`config.mk`:
```
export PLATFORM = sky130hd
export DESIGN_NAME = input_capture_unit
export DESIGN_NICKNAME = d
export VERILOG_FILES = /design/src/input_capture_unit.v /design/src/capture_fifo.v
export VERILOG_INCLUDE_DIRS = /design/src
export SDC_FILE = /design/constraint.sdc
export NUM_CORES = 1
export LEC_CHECK = 0
export ABC_AREA = 0
export BUFFER_PORTS_ARGS = -buffer_cell sky130_fd_sc_hd__buf_2
export CAP_MARGIN = 20
export CORE_AREA = 2 2 446 227
export DETAILED_ROUTE_END_ITERATION = 8
export DIE_AREA = 0 0 448 229
export PLACE_DENSITY = 0.44
export SLEW_MARGIN = 20
export SYNTH_ARGS = -nofsm -noshare
export SYNTH_HDL_FRONTEND = slang
export SYNTH_SLANG_ARGS = --single-unit
```
`constraint.sdc`:
```
create_clock -name sys_clk -period 18.5 [get_ports sys_clk]
set_input_delay 3.7 -clock sys_clk [delete_from_list [all_inputs] [get_ports sys_clk]]
set_output_delay 3.7 -clock sys_clk [all_outputs]
set_load 0.01 [all_outputs]
```
`src/icu_defs.vh`:
```
// Register map, field positions, mode codes and reset values of the input capture unit.
`ifndef ICU_DEFS_VH
`define ICU_DEFS_VH

// ==========================================================================
// Address decode (byte addresses, one 32-bit word per register)
`define ADR_GLOBAL_BIT 6
`define ADR_CH_HI 5
`define ADR_CH_LO 4
`define ADR_REG_HI 3
`define ADR_REG_LO 2
`define REG_CON1 2'h0
`define REG_CON2 2'h1
`define REG_BUF 2'h2
`define REG_TMR 2'h3
`define ADR_FLAG 7'h40
`define ADR_IEN 7'h44

// ==========================================================================
// Control one fields
`define B_IDLE_STOP 13
`define F_CLK_SEL 12:10
`define F_PER_IRQ 6:5
`define B_OVF 4
`define B_BNE 3
`define F_MODE 2:0
`define CON1_WMASK 16'h3c67
`define CON1_RESET 16'h0000

// ==========================================================================
// Control two fields
`define B_CASCADE 8
`define B_TRIG_MODE 7
`define B_TRIG_ARMED 6
`define F_SYNC_SEL 4:0
`define CON2_WMASK 16'h01bf
`define CON2_RESET 16'h0000

// ==========================================================================
// Capture mode codes
`define MODE_OFF 3'h0
`define MODE_BOTH 3'h1
`define MODE_FALL 3'h2
`define MODE_RISE 3'h3
`define MODE_PRE4 3'h4
`define MODE_PRE16 3'h5
`define MODE_UNUSED 3'h6
`define MODE_WAKE 3'h7

// ==========================================================================
// Counter clock select codes
`define CLK_T3 3'h0
`define CLK_T2 3'h1
`define CLK_T4 3'h2
`define CLK_T5 3'h3
`define CLK_T1 3'h4
`define CLK_PERIPH 3'h7

// ==========================================================================
// Counts and constants
`define PRE4_LAST 4'h3
`define PRE16_LAST 4'hf
`define CNT_ALL_ONES 16'hffff
`define CNT_RESET 16'h0000
`define SYNC_NONE 5'h00

`endif

```
`src/input_capture_unit.v`:
```
// Four-channel input capture unit with Avalon-MM register access.
`timescale 1ns/1ps
`include "icu_defs.vh"
module input_capture_unit #(
   parameter NUM_CH = 4,
   parameter FIFO_DEPTH = 4,
   parameter FIFO_AW = 2,
   parameter NUM_SYNC = 19
) (
   // Clock and reset
   input wire sys_clk,
   input wire rst,
   // Avalon-MM slave
   input wire [6:0] address,
   input wire read,
   input wire write,
   input wire [31:0] writedata,
   input wire [3:0] byteenable,
   output wire [31:0] readdata,
   output wire waitrequest,
   // Capture pins
   input wire [NUM_CH-1:0] capture_pin,
   // Timer clocks
   input wire timer_one_clock,
   input wire timer_two_clock,
   input wire timer_three_clock,
   input wire timer_four_clock,
   input wire timer_five_clock,
   // Sync and trigger sources
   input wire [NUM_SYNC-1:0] sync_sources,
   // Processor power state
   input wire cpu_idle,
   input wire cpu_sleep,
   // Interrupt requests
   output wire [NUM_CH-1:0] irq_out
);

   // ==========================================================================
   // Bus handshake
   // One wait cycle lets the read data come from a flop; side effects
   // happen only at the completing edge.
   reg ack_q;
   reg [31:0] readdata_q;
   reg [31:0] rd_mux;
   wire req;
   wire wr_go;
   wire rd_go;
   wire is_global;
   wire [1:0] ch_sel;
   wire [1:0] reg_sel;

   assign req = read | write;
   assign waitrequest = req & ~ack_q;
   assign wr_go = write & ack_q;
   assign rd_go = read & ack_q;
   assign readdata = readdata_q;
   assign is_global = address[`ADR_GLOBAL_BIT];
   assign ch_sel = address[`ADR_CH_HI:`ADR_CH_LO];
   assign reg_sel = address[`ADR_REG_HI:`ADR_REG_LO];

   always @(posedge sys_clk or posedge rst) begin
      if (rst) begin
         ack_q <= 1'b0;
         readdata_q <= 32'h00000000;
      end else begin
         ack_q <= req & ~ack_q;
         if (read & ~ack_q) begin
            readdata_q <= rd_mux;
         end
      end
   end

   function [15:0] merge16;
      input [15:0] old_v;
      input [15:0] new_v;
      input [15:0] mask;
      input [1:0] be;
      reg [15:0] bm;
      begin
         bm = {{8{be[1]}}, {8{be[0]}}} & mask;
         merge16 = (old_v & ~bm) | (new_v & bm);
      end
   endfunction

   // ==========================================================================
   // Input synchronisers
   reg [NUM_CH-1:0] pin_s1_q;
   reg [NUM_CH-1:0] pin_s2_q;
   reg [NUM_CH-1:0] pin_s3_q;
   reg [4:0] tclk_s1_q;
   reg [4:0] tclk_s2_q;
   reg [4:0] tclk_s3_q;
   wire [NUM_CH-1:0] pin_rise;
   wire [NUM_CH-1:0] pin_fall;
   wire [4:0] tclk_edge;

   always @(posedge sys_clk or posedge rst) begin
      if (rst) begin
         pin_s1_q <= {NUM_CH{1'b0}};
         pin_s2_q <= {NUM_CH{1'b0}};
         pin_s3_q <= {NUM_CH{1'b0}};
         tclk_s1_q <= 5'h00;
         tclk_s2_q <= 5'h00;
         tclk_s3_q <= 5'h00;
      end else begin
         pin_s1_q <= capture_pin;
         pin_s2_q <= pin_s1_q;
         pin_s3_q <= pin_s2_q;
         tclk_s1_q <= {timer_five_clock, timer_four_clock, timer_three_clock, timer_two_clock, timer_one_clock};
         tclk_s2_q <= tclk_s1_q;
         tclk_s3_q <= tclk_s2_q;
      end
   end

   assign pin_rise = pin_s2_q & ~pin_s3_q;
   assign pin_fall = ~pin_s2_q & pin_s3_q;
   // Timer clocks are slow and asynchronous, so each rising edge becomes one tick.
   assign tclk_edge = tclk_s2_q & ~tclk_s3_q;

   // ==========================================================================
   // Interrupt flags and enables
   reg [NUM_CH-1:0] flag_q;
   reg [NUM_CH-1:0] ien_q;
   wire [NUM_CH-1:0] irq_set;
   wire [NUM_CH-1:0] flag_clr;
   wire wr_flag;
   wire wr_ien;

   assign wr_flag = wr_go & (address == `ADR_FLAG) & byteenable[0];
   assign wr_ien = wr_go & (address == `ADR_IEN) & byteenable[0];
   assign flag_clr = wr_flag ? writedata[NUM_CH-1:0] : {NUM_CH{1'b0}};

   always @(posedge sys_clk or posedge rst) begin
      if (rst) begin
         flag_q <= {NUM_CH{1'b0}};
         ien_q <= {NUM_CH{1'b0}};
      end else begin
         flag_q <= (flag_q & ~flag_clr) | irq_set;
         if (wr_ien) begin
            ien_q <= writedata[NUM_CH-1:0];
         end
      end
   end

   assign irq_out = flag_q & ien_q;

   // ==========================================================================
   // Capture channels
   wire [NUM_CH*16-1:0] con1_rd;
   wire [NUM_CH*16-1:0] con2_rd;
   wire [NUM_CH*16-1:0] buf_rd;
   wire [NUM_CH*16-1:0] cnt_rd;
   wire [NUM_CH-1:0] tick_w;
   wire [NUM_CH-1:0] ev_w;
   wire [NUM_SYNC:0] sync_vec;

   assign sync_vec = {sync_sources, 1'b0};

   genvar g;
   generate
      for (g = 0; g < NUM_CH; g = g + 1) begin : chan
         reg [15:0] con1_q;
         reg [15:0] con2_q;
         reg [15:0] cnt_q;
         reg [3:0] pre_q;
         reg [1:0] ipc_q;
         reg ov_q;
         reg arm_q;
         reg own_tick;
         reg own_ev;
         wire [2:0] mode;
         wire [2:0] csel;
         wire [4:0] ssel;
         wire casc;
         wire tick;
         wire cap;
         wire off;
         wire halt;
         wire trig_mode;
         wire sync_hit;
         wire run;
         wire fire;
         wire wake_irq;
         wire sel_me;
         wire wr_con1;
         wire wr_con2;
         wire pop;
         wire full_n;
         wire not_empty;
         wire [15:0] head;
         wire [FIFO_AW:0] level;

         assign mode = con1_q[`F_MODE];
         assign csel = con1_q[`F_CLK_SEL];
         assign ssel = con2_q[`F_SYNC_SEL];
         assign trig_mode = con2_q[`B_TRIG_MODE];
         assign sel_me = ~is_global & (ch_sel == g);
         assign wr_con1 = wr_go & sel_me & (reg_sel == `REG_CON1);
         assign wr_con2 = wr_go & sel_me & (reg_sel == `REG_CON2);

         assign off = (mode == `MODE_OFF) | (mode == `MODE_UNUSED);
         assign halt = cpu_sleep | (con1_q[`B_IDLE_STOP] & cpu_idle);
         // Source select, code zero means none.
         assign sync_hit = (ssel != `SYNC_NONE) & (ssel <= NUM_SYNC) & sync_vec[ssel];

         always @* begin
            case (csel)
               `CLK_PERIPH: own_tick = 1'b1;
               `CLK_T1: own_tick = tclk_edge[0];
               `CLK_T2: own_tick = tclk_edge[1];
               `CLK_T3: own_tick = tclk_edge[2];
               `CLK_T4: own_tick = tclk_edge[3];
               `CLK_T5: own_tick = tclk_edge[4];
               default: own_tick = 1'b0;
            endcase
         end

         always @* begin
            case (mode)
               `MODE_BOTH: own_ev = pin_rise[g] | pin_fall[g];
               `MODE_FALL: own_ev = pin_fall[g];
               `MODE_RISE: own_ev = pin_rise[g];
               `MODE_PRE4: own_ev = pin_rise[g] & (pre_q == `PRE4_LAST);
               `MODE_PRE16: own_ev = pin_rise[g] & (pre_q == `PRE16_LAST);
               default: own_ev = 1'b0;
            endcase
            own_ev = own_ev & ~halt;
         end

         // Odd channel takes carry and events of its even partner.
         if (g % 2 == 1) begin : odd
            assign casc = con2_q[`B_CASCADE];
            assign tick = casc ? (tick_w[g-1] & (cnt_rd[(g-1)*16 +: 16] == `CNT_ALL_ONES)) : own_tick;
            assign cap = casc ? ev_w[g-1] : own_ev;
         end else begin : even
            assign casc = 1'b0;
            assign tick = own_tick;
            assign cap = own_ev;
         end

         assign run = (~off | casc) & ~halt & (~trig_mode | arm_q);
         assign tick_w[g] = run & tick;
         assign ev_w[g] = cap;

         // Every-edge mode interrupts on each capture.
         assign fire = cap & ((mode == `MODE_BOTH) | (ipc_q == con1_q[`F_PER_IRQ]));
         // Wake pin acts only in sleep or idle.
         assign wake_irq = (mode == `MODE_WAKE) & pin_rise[g] & (cpu_sleep | cpu_idle);
         assign irq_set[g] = fire | wake_irq;

         assign pop = rd_go & sel_me & (reg_sel == `REG_BUF) & not_empty;

         always @(posedge sys_clk or posedge rst) begin
            if (rst) begin
               con1_q <= `CON1_RESET;
               con2_q <= `CON2_RESET;
               cnt_q <= `CNT_RESET;
               pre_q <= 4'h0;
               ipc_q <= 2'h0;
               ov_q <= 1'b0;
               arm_q <= 1'b0;
            end else begin
               if (wr_con1) begin
                  con1_q <= merge16(con1_q, writedata[15:0], `CON1_WMASK, byteenable[1:0]);
               end
               if (wr_con2) begin
                  con2_q <= merge16(con2_q, writedata[15:0], `CON2_WMASK, byteenable[1:0]);
               end
               // Trigger arms on source, software disarms; arming wins.
               if (trig_mode & sync_hit) begin
                  arm_q <= 1'b1;
               end else if (wr_con2 & byteenable[0] & ~writedata[`B_TRIG_ARMED]) begin
                  arm_q <= 1'b0;
               end
               if ((off & ~casc) | (trig_mode & ~arm_q) | (~trig_mode & sync_hit)) begin
                  cnt_q <= `CNT_RESET;
               end else if (tick_w[g]) begin
                  cnt_q <= cnt_q + 16'h0001;
               end
               if (off) begin
                  pre_q <= 4'h0;
               end else if (pin_rise[g] & ~halt & ((mode == `MODE_PRE4) | (mode == `MODE_PRE16))) begin
                  if ((mode == `MODE_PRE4) ? (pre_q == `PRE4_LAST) : (pre_q == `PRE16_LAST)) begin
                     pre_q <= 4'h0;
                  end else begin
                     pre_q <= pre_q + 4'h1;
                  end
               end
               if (off & ~casc) begin
                  ipc_q <= 2'h0;
               end else if (fire) begin
                  ipc_q <= 2'h0;
               end else if (cap) begin
                  ipc_q <= ipc_q + 2'h1;
               end
               // Overflow sticks until the buffer is emptied.
               if (off & ~casc) begin
                  ov_q <= 1'b0;
               end else if (cap & ~full_n) begin
                  ov_q <= 1'b1;
               end else if (pop & ~cap & (level == {{FIFO_AW{1'b0}}, 1'b1})) begin
                  ov_q <= 1'b0;
               end
            end
         end

         // Buffer of captured counter values; full buffer drops new data.
         capture_fifo #(
            .WIDTH(16),
            .DEPTH(FIFO_DEPTH),
            .AW(FIFO_AW)
         ) fifo_i (
            .sys_clk(sys_clk),
            .rst(rst),
            .clear(off & ~casc),
            .push_valid(cap),
            .push_data(cnt_q),
            .push_ready(full_n),
            .pop_valid(not_empty),
            .pop_ready(pop),
            .pop_data(head),
            .level(level)
         );

         assign con1_rd[g*16 +: 16] = (con1_q & `CON1_WMASK) | ({15'h0000, ov_q} << `B_OVF) |
                                      ({15'h0000, not_empty} << `B_BNE);
         assign con2_rd[g*16 +: 16] = (con2_q & ~(16'h0001 << `B_TRIG_ARMED)) | ({15'h0000, arm_q} << `B_TRIG_ARMED);
         assign buf_rd[g*16 +: 16] = not_empty ? head : 16'h0000;
         assign cnt_rd[g*16 +: 16] = cnt_q;
      end
   endgenerate

   // ==========================================================================
   // Read data selection
   // Unmapped addresses read as zero and ignore writes.
   always @* begin
      rd_mux = 32'h00000000;
      if (address == `ADR_FLAG) begin
         rd_mux[NUM_CH-1:0] = flag_q;
      end else if (address == `ADR_IEN) begin
         rd_mux[NUM_CH-1:0] = ien_q;
      end else if (~is_global && reg_sel == `REG_CON1) begin
         rd_mux[15:0] = con1_rd[ch_sel*16 +: 16];
      end else if (~is_global && reg_sel == `REG_CON2) begin
         rd_mux[15:0] = con2_rd[ch_sel*16 +: 16];
      end else if (~is_global && reg_sel == `REG_BUF) begin
         rd_mux[15:0] = buf_rd[ch_sel*16 +: 16];
      end else if (~is_global && reg_sel == `REG_TMR) begin
         rd_mux[15:0] = cnt_rd[ch_sel*16 +: 16];
      end
   end

endmodule

```
`src/capture_fifo.v`:
```
// First-in first-out store for captured counter values.
`timescale 1ns/1ps
module capture_fifo #(
   parameter WIDTH = 16,
   parameter DEPTH = 4,
   parameter AW = 2
) (
   // Clock and reset
   input wire sys_clk,
   input wire rst,
   input wire clear,
   // Filling side
   input wire push_valid,
   input wire [WIDTH-1:0] push_data,
   output wire push_ready,
   // Draining side
   output wire pop_valid,
   input wire pop_ready,
   output wire [WIDTH-1:0] pop_data,
   output wire [AW:0] level
);

   // ==========================================================================
   // Storage and pointers
   reg [WIDTH-1:0] mem_q [0:DEPTH-1];
   reg [AW-1:0] wr_ptr_q;
   reg [AW-1:0] rd_ptr_q;
   reg [AW:0] level_q;
   wire do_push;
   wire do_pop;
   localparam [AW:0] FULL_LEVEL = DEPTH;
   localparam [AW-1:0] PTR_ONE = 1;
   localparam [AW:0] LVL_ONE = 1;

   assign push_ready = (level_q != FULL_LEVEL);
   assign pop_valid = (level_q != {(AW+1){1'b0}});
   assign do_push = push_valid & push_ready;
   assign do_pop = pop_ready & pop_valid;
   assign pop_data = mem_q[rd_ptr_q];
   assign level = level_q;

   always @(posedge sys_clk) begin
      if (do_push) begin
         mem_q[wr_ptr_q] <= push_data;
      end
   end

   // Pointers wrap freely, so DEPTH must be a power of two.
   always @(posedge sys_clk or posedge rst) begin
      if (rst) begin
         wr_ptr_q <= {AW{1'b0}};
         rd_ptr_q <= {AW{1'b0}};
         level_q <= {(AW+1){1'b0}};
      end else if (clear) begin
         wr_ptr_q <= {AW{1'b0}};
         rd_ptr_q <= {AW{1'b0}};
         level_q <= {(AW+1){1'b0}};
      end else begin
         if (do_push) begin
            wr_ptr_q <= wr_ptr_q + PTR_ONE;
         end
         if (do_pop) begin
            rd_ptr_q <= rd_ptr_q + PTR_ONE;
         end
         if (do_push & ~do_pop) begin
            level_q <= level_q + LVL_ONE;
         end else if (do_pop & ~do_push) begin
            level_q <= level_q - LVL_ONE;
         end
      end
   end

endmodule

```
==> reports/metrics.csv <==
metric,value,unit
synth_edf_count,256,
crit_required,14.80,ns
vias,16700,
post_cts_buffers,0,
htreeDepth,2,
cp-end-kind,primary output,
dpl-instance-area,26300,um^2
slowest_stage,buf_2,
clock_sinks,500,
rows,82,
relSlewSlack,29.3,%
regToRegSetupSlack,15.22,ns
dieWidth,448,um
cp_max_fo,5,
critPathMaxStageDelay,0.16,ns
first_global_vias,15800,
cts_resized,0,
drive_gt1_share,20.2,%
drtIter0Drc,1915,
core-area,98900,um^2
design_area,27800,um^2
setup_tns,0,ns
synth_cell_types,85,
worst_ir_drop_vdd,0.0000578,V
viasPerCell,5.08,
yosys_warnings,0,
worstHoldStart,pin_s1_q[1],
io_pins,114,
startpoint,read,
die_h,229,um
port_buffers,76,
wirelength,80600,um
startpoint_type,input port,
antenna_found_initial,7,
status,"complete, no violations",
hold_buffers,0,
area_growth,13.7,%
syn_avg_cell_area,13.3,um^2
power.density,88.7,nW/um^2
cts_buffers,46,
holdWs,0.351,ns
worst_pin_slew,1.06,ns
synth_seq_area_share,56.3,%
setup-violations-final,0,
cts_root_buf,clkbuf_16,
routedWlPerCell,24.6,um
drc_errors,0,
cp.arrival,4.20,ns
period_minus_slack,7.90,ns
finalCritPeriodShare,42.7,%
ys_ff_latch,500,
dr.pass1.iters,5,
gr-total-overflow,0,
path_clk_slew,0.07,ns
rsz0062_at_grt,false,
max_freq,0.127,GHz
hpwlAfterDp,58600,um
final_cell_mix,"256 x edfxtp_1, 244 x dfrtp_1, 116 x mux4_2",
syn_area,24500,um^2
critPathKind,in -> out,
final_common_cell,edfxtp_1,
clockBufferDepth,3,
hold_class,reg -> reg,
clk_latency,0.62,ns
crit_chain,buf_2 -> nor2_1 -> nor2_1 -> buf_2,
start_util,24.8,%
finalHoldViolations,0,
cts_tree,yes,
die-area,103000,um^2
grt_pass1_wl,116000,um
n_fill_cell,10100,
synth-main-ff-cell,edfxtp_1,
skew,0.0343,ns
max_cap_violations,0,
grt_max_degree,102,
p_leak,10.4,nW
synth_cells,1847,
synthArstFlopShare,48.8,%
postRouteAntennaNets,0,
track_usage,15.6,%
nets,2024,
final_util,28.2,%
globalplace.congestion,0.892,
drv_slew,0,
==> per-layer routing <==
layer | GRT usage (%) | routed length (um) | share of wire (%) | vias to the layer above
met5 | 0 | 0 | 0 | -
met1 | 26.4 | 41800 | 52 | 8754
met3 | 3.94 | 7670 | 9.5 | 72
met4 | 2.13 | 1000 | 1.2 | 0
li1 | - | - | - | 7150
met2 | 19.3 | 30100 | 37 | 678
==> layout make-up <==
cell class                      count  area [um^2]  share of cell area [%]
Tap cell                         1344         1680                    6.04
Clock inverter                     20          238                   0.854
Sequential cell                   500        13800                    49.5
Antenna cell                        3         7.51                  0.0270
Timing Repair Buffer               95          533                    1.91
Inverter                           57          221                   0.795
Multi-Input combinational cell   1195        10100                    36.1
Clock buffer                       66         1320                    4.74
==> where the power goes <==
group / internal (W) / total, W / leakage, nW / switching [W]
clock: 0.000558 / 0.00102 / 0.756 / 0.000459
sequential: 0.00119 / 0.00124 / 5.82 / 0.0000479
combinational: 0.0000761 / 0.000216 / 3.87 / 0.000139
==> synth_stat cells (5+ instances only) <==
cell type	number	area [um^2]
a22oi_1	23	173
o22ai_1	6	37.5
dfrtp_1	244	6110
buf_1	8	30.0
o21ai_0	43	215
inv_1	56	210
xnor2_1	13	114
nor3_1	40	200
xor2_1	40	350
and3b_1	5	43.8
nand3_1	61	305
ha_1	52	651
o21ai_1	5	25.0
and3_1	43	269
mux2_2	71	800
edfxtp_1	256	7690
a21o_1	31	233
or3_1	14	87.6
mux4_2	116	2610
nand4_1	51	319
clkbuf_1	49	184
buf_2	34	170
o31ai_1	13	97.6
nor3b_1	9	67.6
a211oi_1	9	67.6
nor2_1	101	379
nor4bb_1	5	50.1
or4_1	6	45.0
mux2i_1	33	330
and2_1	37	231
a221oi_1	14	123
o211ai_1	6	45.0
buf_4	17	128
a31oi_1	10	62.6
nand2_1	101	379
nor2b_1	14	87.6
a22o_1	9	78.8
o21a_1	7	52.6
a21oi_2	10	87.6
a21oi_1	73	365
nand2b_1	21	131
and4_1	14	123
==> path summary, 6_finish.rpt <==
kind                                          endpoint  depth (start not counted)
max                                        waitrequest                          4
min                                        pin_s2_q[1]                          0
max reg2reg                chan[1].fifo_i.mem_q[0][13]                          5
min reg2reg                                pin_s2_q[1]                          0
max in group asynchronous                    async pin                          3
min in group asynchronous                  pin_s2_q[0]                          2
==> critical path: cells and delay by family <==
family                 cells  cell delay (ns)
AND/OR/NAND/NOR            2             0.19
buffers and inverters      2             0.31
==> kinds of logic (layout without fill, tap and decap cells) <==
| group | after synthesis | after routing | share of synthesized area, % |
|---|---|---|---|
| simple gates | 551 | 551 | 12.1 |
| flops | 500 | 500 | 56.3 |
| compound gates | 299 | 299 | 8.49 |
| mux | 223 | 223 | 15.4 |
| buf+inv | 167 | 238 | 3.06 |
| xor+xnor | 54 | 54 | 1.96 |
| fa+ha+maj | 52 | 52 | 2.66 |
| other cells | 1 | 19 | 0.0153 |
==> metrics by stage <==
step / setup slack, ns / power (W) / std cells
global placement: 10.62 / 0.00147 / 3190
finish: 10.60 / 0.00247 / 3280
detailed placement: 10.61 / 0.00147 / 3190
floorplan: 8.10 / 0.00138 / 1862
global route: 10.56 / 0.00256 / 3277
CTS: 10.61 / 0.00249 / 3276
Note: power is estimated with default switching activity, not from simulation.
